--- config.mk ---
export PLATFORM = sky130hd
export DESIGN_NAME = reference_clock_output_select
export DESIGN_NICKNAME = d
export VERILOG_FILES = /design/src/pkg/ref_clock_pkg.sv /design/src/pkg/ref_cfg_if.sv /design/src/design/reference_clock_output_select.sv /design/src/design/ref_source_mux.sv
export SDC_FILE = /design/constraint.sdc
export NUM_CORES = 1
export LEC_CHECK = 0
export ABC_AREA = 1
export BUFFER_PORTS_ARGS = -buffer_cell sky130_fd_sc_hd__buf_2
export CORE_MARGIN = 1.5
export CORE_UTILIZATION = 50
export DETAILED_ROUTE_END_ITERATION = 6
export GPL_ROUTABILITY_DRIVEN = 0
export MAX_ROUTING_LAYER = met4
export PLACE_DENSITY = 0.81
export SETUP_SLACK_MARGIN = 0.2
export SYNTH_ARGS = -nofsm -noshare
export SYNTH_HDL_FRONTEND = slang
export SYNTH_HIERARCHICAL = 1
export SYNTH_SLANG_ARGS = --single-unit
--- constraint.sdc ---
create_clock -name sys_clk -period 1.5 [get_ports sys_clk]
set_clock_uncertainty 0.2 [all_clocks]
set_input_delay 0.15 -clock sys_clk [delete_from_list [all_inputs] [get_ports sys_clk]]
set_output_delay 0.15 -clock sys_clk [all_outputs]
set_load 0.01 [all_outputs]
--- src/pkg/ref_clock_pkg.sv ---
// register map, field layout and reset values for reference clock output selection
// assumes a byte-wide register port with one-cycle read latency
package ref_clock_pkg;

    localparam int ADDR_W = 12;
    localparam int DATA_W = 8;
    localparam int SEL_W = 5;
    localparam int NUM_CHANNELS = 17;

    // ------------------------------------------------------------
    // register offsets
    // ------------------------------------------------------------
    localparam logic [11:0] PRIMARY_CFG_ADDR = 12'h240;
    localparam logic [11:0] SECONDARY_CFG_ADDR = 12'h244;

    // ------------------------------------------------------------
    // field positions
    // ------------------------------------------------------------
    localparam int RESERVED_BIT = 7;
    localparam int ENABLE_BIT = 6;
    localparam int RATE_BIT = 5;
    localparam int SEL_LSB = 0;

    // ------------------------------------------------------------
    // reset values and codes
    // ------------------------------------------------------------
    localparam logic ENABLE_RESET = 1'b1;
    localparam logic RATE_RESET = 1'b0;
    localparam logic [4:0] SEL_RESET = 5'h01;
    localparam logic [4:0] SEL_LAST_CHANNEL = 5'h10;
    localparam logic [7:0] READ_UNMAPPED = 8'h00;

    typedef struct packed {
        logic enable;
        logic rate_e1;
        logic [4:0] select;
    } ref_cfg_s;

    localparam ref_cfg_s CFG_RESET = '{enable: ENABLE_RESET, rate_e1: RATE_RESET, select: SEL_RESET};

endpackage : ref_clock_pkg

--- src/pkg/ref_cfg_if.sv ---
// carries one output's configuration from the register file to its selector
// assumes both ends share sys_clk
`timescale 1ns/1ps
`default_nettype none
interface ref_cfg_if;
    import ref_clock_pkg::*;
    ref_cfg_s cfg;
    modport source (output cfg);
    modport sink (input cfg);
endinterface : ref_cfg_if
`default_nettype wire

--- src/design/reference_clock_output_select.sv ---
// register file and two reference clock output paths
// assumes synchronous register port, one-cycle read latency, board resolves the pin from the enable
`timescale 1ns/1ps
`default_nettype none
//
// Contract
// RULE_01: first output enable low tri-states first output; high drives it; resets high.
// RULE_02: second output enable low tri-states second output; high drives it; resets high.
// RULE_03: first external input rate bit zero means T1, one means E1; resets zero.
// RULE_04: second external input rate bit zero means T1, one means E1; resets zero.
// RULE_05: first selector codes 0 to 16 pick that channel; resets to channel 1.
// RULE_06: second selector codes 0 to 16 pick that channel; resets to channel 1.
// RULE_07: selector codes 17 to 31 route the external clock input instead.
// RULE_08: bit 7 of each configuration register is reserved and does nothing.
// RULE_09: reads return last written fields; reserved bit reads zero.
module reference_clock_output_select
    import ref_clock_pkg::*;
#(
    parameter int CHANNELS = NUM_CHANNELS
)
(
    input wire logic sys_clk,
    input wire logic rst_n,
    input wire logic [ADDR_W-1:0] reg_addr,
    input wire logic [DATA_W-1:0] reg_wdata,
    input wire logic reg_write,
    input wire logic reg_read,
    output logic [DATA_W-1:0] reg_rdata,
    input wire logic [CHANNELS-1:0] recovered_clk,
    input wire logic ext_clock_in_a,
    input wire logic ext_clock_in_b,
    output logic ref_clock_out_a,
    output logic ref_clock_out_a_oe,
    output logic ref_clock_out_b,
    output logic ref_clock_out_b_oe,
    output logic ext_input_a_rate_sel,
    output logic ext_input_b_rate_sel
);

    // ------------------------------------------------------------
    // register state
    // ------------------------------------------------------------
    typedef struct packed {
        ref_cfg_s primary;
        ref_cfg_s secondary;
        logic [DATA_W-1:0] rdata;
    } regs_state_s;

    regs_state_s st_q;
    regs_state_s st_d;

    function automatic logic [DATA_W-1:0] pack_cfg(input ref_cfg_s c);
        logic [DATA_W-1:0] v;
        v = '0; // RULE_08 RULE_09
        v[ENABLE_BIT] = c.enable;
        v[RATE_BIT] = c.rate_e1;
        v[SEL_LSB +: SEL_W] = c.select;
        return v;
    endfunction : pack_cfg

    function automatic ref_cfg_s unpack_cfg(input logic [DATA_W-1:0] v);
        ref_cfg_s c;
        // reserved bit dropped: storing it would let software see a value with no effect
        c.enable = v[ENABLE_BIT];
        c.rate_e1 = v[RATE_BIT];
        c.select = v[SEL_LSB +: SEL_W];
        return c;
    endfunction : unpack_cfg

    always_comb
    begin
        st_d = st_q;
        st_d.rdata = READ_UNMAPPED;
        if (reg_write)
        begin
            if (reg_addr == PRIMARY_CFG_ADDR)
            begin
                st_d.primary = unpack_cfg(reg_wdata); // RULE_01 RULE_03 RULE_05
            end
            else if (reg_addr == SECONDARY_CFG_ADDR)
            begin
                st_d.secondary = unpack_cfg(reg_wdata); // RULE_02 RULE_04 RULE_06
            end
        end
        if (reg_read)
        begin
            if (reg_addr == PRIMARY_CFG_ADDR)
            begin
                st_d.rdata = pack_cfg(st_q.primary); // RULE_09
            end
            else if (reg_addr == SECONDARY_CFG_ADDR)
            begin
                st_d.rdata = pack_cfg(st_q.secondary); // RULE_09
            end
        end
    end

    always_ff @(posedge sys_clk)
    begin
        if (!rst_n)
        begin
            st_q <= '{primary: CFG_RESET, secondary: CFG_RESET, rdata: READ_UNMAPPED};
        end
        else
        begin
            st_q <= st_d;
        end
    end

    assign reg_rdata = st_q.rdata;

    // ------------------------------------------------------------
    // output paths
    // ------------------------------------------------------------
    ref_cfg_if cfg_a ();
    ref_cfg_if cfg_b ();

    assign cfg_a.cfg = st_q.primary;
    assign cfg_b.cfg = st_q.secondary;

    // clocks pass through one flop each; fine for level sampling, not a jitter-clean path
    ref_source_mux #(.CHANNELS(CHANNELS)) mux_a (
        .sys_clk(sys_clk),
        .rst_n(rst_n),
        .cfg_port(cfg_a.sink),
        .recovered_clk(recovered_clk),
        .ext_clock_in(ext_clock_in_a),
        .ref_out(ref_clock_out_a),
        .ref_oe(ref_clock_out_a_oe),
        .ext_is_e1(ext_input_a_rate_sel)
    );

    ref_source_mux #(.CHANNELS(CHANNELS)) mux_b (
        .sys_clk(sys_clk),
        .rst_n(rst_n),
        .cfg_port(cfg_b.sink),
        .recovered_clk(recovered_clk),
        .ext_clock_in(ext_clock_in_b),
        .ref_out(ref_clock_out_b),
        .ref_oe(ref_clock_out_b_oe),
        .ext_is_e1(ext_input_b_rate_sel)
    );

endmodule : reference_clock_output_select
`default_nettype wire

--- src/design/ref_source_mux.sv ---
// one reference output path: source selection and output enable
// assumes recovered clocks and external inputs are sampled as synchronous levels
`timescale 1ns/1ps
`default_nettype none
module ref_source_mux
    import ref_clock_pkg::*;
#(
    parameter int CHANNELS = NUM_CHANNELS
)
(
    input wire logic sys_clk,
    input wire logic rst_n,
    ref_cfg_if.sink cfg_port,
    input wire logic [CHANNELS-1:0] recovered_clk,
    input wire logic ext_clock_in,
    output logic ref_out,
    output logic ref_oe,
    output logic ext_is_e1
);

    typedef struct packed {
        logic out;
        logic oe;
        logic e1;
    } mux_state_s;

    mux_state_s st_q;
    mux_state_s st_d;

    always_comb
    begin
        st_d = st_q;
        // codes up to the last channel pick a recovered clock, the rest the external input
        if (cfg_port.cfg.select <= SEL_LAST_CHANNEL)
        begin
            st_d.out = recovered_clk[cfg_port.cfg.select]; // RULE_05 RULE_06
        end
        else
        begin
            st_d.out = ext_clock_in; // RULE_07
        end
        st_d.oe = cfg_port.cfg.enable; // RULE_01 RULE_02
        st_d.e1 = cfg_port.cfg.rate_e1; // RULE_03 RULE_04
    end

    always_ff @(posedge sys_clk)
    begin
        if (!rst_n)
        begin
            st_q <= '{out: 1'b0, oe: ENABLE_RESET, e1: RATE_RESET};
        end
        else
        begin
            st_q <= st_d;
        end
    end

    assign ref_out = st_q.out;
    assign ref_oe = st_q.oe;
    assign ext_is_e1 = st_q.e1;

endmodule : ref_source_mux
`default_nettype wire

==> results.md <==
- Antenna violations before repair: 0
- Worst R2R Setup Slack: 0.18 ns
- First-pass iteration count of the detailed router: 4
- Flop pwr share: 57.9%
- Worst path arrival time: 1.38 ns
- Vias: 1885
- Pre-CTS WS: -0.0180 ns
- Antenna fix cells: 0
- Clock Path Buffers: 2
- DRC: 0
- Crit Path Category: reg -> reg
- Final setup viols: 0
- Max-Cap Viols: 0
- Netlist cell types: 24
- Initial Util: 51.5%
- Vias in the first global route: 1569
- Area delta synth->final: 32.4%
- Mux share of post-synthesis cell area: 0%
- Int Power: 0.915 mW
- Switch share: 26.1%
- Leakage power: 1.26 nW
- Largest cells by area after synthesis: dfxtp_1 (32%), nand2_1 (18%), nand3_1 (13%), inv_1 (12%), nor2_1 (5.7%)
- CP Data Required Time: 1.55 ns
- Most common cell after layout, fill and taps aside: nand2_1
- Post-Syn Area: 1710 µm²
- XOR/XNOR share of the synthesized area: 0%
- PD cells: 548 nW/µm²
- Min Tclk post-route: 1.32 ns
- Critical Path Max Stage Delay: 0.41 ns
- Final Slew Violations: 0
- Latest clock arrival within the worst-skew pair: 0.33 ns
- HP Start: recovered_clk[16]
- Core ar.: 3310 µm²
- Worst Hold Endpoint: mux_a/ref_out
- Simple-gate area share of the yosys netlist: 47.4%
- Top-area cell type share of the netlist area: 31.7%
- Critical path startpoint category: flip-flop
- Post-Synth Adder-Cell Area: 0%
- Post-synthesis compound-gate area fraction: 3.23%
- TritonCTS clock tree: yes
- Mapped Avg Cell Area: 6.16 µm²
- Highest clock rate: 0.755 GHz
- I/O Buffers: 54
- Final hold vios: 0
- Std-Cell Rows: 21
- CP Capture Type: flip-flop
- GR Util All Layers: 23.7%
- Clock power share: 25.8%
- Reg-to-Reg End: mux_b/ref_out
- Worst setup margin: 0.175 ns
- Post-DP HPWL: 3060 µm
- Register area share after synthesis: 31.7%
- Filler cells: 312
- Worst-path fanout max: 7
- Largest net degree at the start of global routing: 17
- Crit-path most repeated cell: nand3_2
- DR WL/cell: 10.7 µm
- VDD IR max: 314 µV
- Die X: 61.4 µm
- CTS root buffer: clkbuf_4
- Remaining antenna violation count: 0
- Syn Nets: 320
- Total CTS buffers: 3
- Crit-path cells: or2_1 -> nand3_2 -> nand3_2 -> nand3b_1 -> nand3_1 -> nand2_1 -> inv_1
- Grt total ovfl: 0
- Area leader, netlist: dfxtp_1
- Die area: 3770 µm²
- Number of I/O pins: 57
- R2R cell count: 7
- Via density: 4.78
- Status: finished, final reports clean
- TritonCTS Sinks: 27
- Detailed Route WL: 4230 µm
- 1st-iter DRT viols: 137
- Finished Core Util: 68.3%
- Worst hold stages: 7
- First-pass GRT wire length: 6510 µm
- Largest family of logic cells by synthesized area: simple AND/OR/NAND/NOR gates
- Worst-path clk slew: 0.15 ns
- Most frequent cells in the layout: nand2_1 (79), inv_1 (53), buf_2 (53)
- Die height: 61.4 µm
- Combinational Power Share: 16.3%
- Net Switching: 0.323 mW
- Hold Crit Class: in -> reg
- CTS H-tree lvls: 1
- Synth warn: 6
- Cells after Synth: 277
- CP max stage cell: dfxtp_4
- Worst R2R Start: cfg_b.cfg[0]
- Fin nets: 392
- RSZ-0062 raised after global routing: yes
- Layout cells sized above 1: 27.9%
- FF+latch count, synth: 27
- Final Cycle Share: 88.3%
-- worst max path at each step --
stage,from,to,slack [ns],cells past startpoint
CTS,cfg_b.cfg[0],mux_b/ref_out,0.18,7
global placement,cfg_a.cfg[0],mux_a/ref_out,0.02,9
detailed placement,cfg_a.cfg[0],mux_a/ref_out,-0.02,9
global route,cfg_b.cfg[2],mux_b/ref_out,0.11,8
finish,cfg_b.cfg[0],mux_b/ref_out,0.18,7
floorplan,cfg_a.cfg[0],mux_a/ref_out,0.22,8
-- logic make-up (layout without fill, tap and decap cells) --
group / Yosys count / after routing
flip-flops: 27 / 27
buffers and inverters: 66 / 137
AO/OA/AOI/OAI: 11 / 11
AND/OR/NAND/NOR: 172 / 172
other: 1 / 1
-- synth_stat cells, drive strengths merged --
library cell	count
nand3b	2
buf	7
o21ai	2
nand3	45
nand2	82
nor2	33
a21oi	9
inv	58
conb	1
clkbuf	1
dfxtp	27
nand4	7
or2	3
-- what timing repair did --
action / 4_1_cts / 5_1_grt
setup buffers: 1 / 2
setup endpoints to repair: 2 / 7
pin swaps: 7 / 6
endpoints found under the hold margin: 20 / 0
hold buffers: 10 / 0
gates resized for setup: 9 / 17
-- area by class of cell --
class                           count  area (µm²)  area share (%)
Clock buffer                        3        22.5           0.997
Clock inverter                      1        7.51           0.332
Inverter                           58         225            9.97
Multi-Input combinational cell    184         908            40.2
Sequential cell                    27         551            24.4
Tap cell                           46        57.6            2.55
Timing Repair Buffer               75         488            21.6
-- stage by stage --
stage	cell area, µm²	power (mW)	hold WS (ns)	std cells	setup TNS (ns)
floorplan	1710	0.828	0.0187	277	0
global placement	2040	0.909	0.174	377	0
detailed placement	2040	0.913	0.173	377	-0.0180
CTS	2200	1.24	0.00564	392	0
global route	2260	1.30	0.0396	394	0
finish	2260	1.24	0.00903	394	0
-- worst max-delay path: cells and delay by family, from the launching register on --
family / cells / cell delay [ns]
simple gates: 6 / 0.62
flops: 1 / 0.41
buf+inv: 1 / 0.03
-- layer usage --
layer	GRT usage, %	wire (µm)	part of all wire [%]
met1	27.8	1730	41
met2	41.9	2160	51
met3	3.57	304	7.2
met4	6.38	35	0.83
met5	-	0	0
-- power by group through the flow --
| stage | Sequential (mW) | Combinational [mW] | Clock (mW) |
|---|---|---|---|
| 3_3_place_gp | 0.737 | 0.172 | 0 |
| 3_5_place_dp | 0.737 | 0.176 | 0 |
| 4_1_cts | 0.718 | 0.199 | 0.324 |
| 6_report | 0.717 | 0.202 | 0.319 |
| 2_1_floorplan | 0.738 | 0.0897 | 0 |
| 5_1_grt | 0.718 | 0.228 | 0.358 |
-- registers in the layout, summed over array words and instances (netlist names) --
name	flops
mux_b/ref_out	1
cfg_b.cfg	7
reg_rdata	7
mux_b/ext_is_e1	1
mux_a/ref_oe	1
mux_a/ext_is_e1	1
cfg_a.cfg	7
mux_a/ref_out	1
mux_b/ref_oe	1
Note: power is estimated with default switching activity, not from simulation.
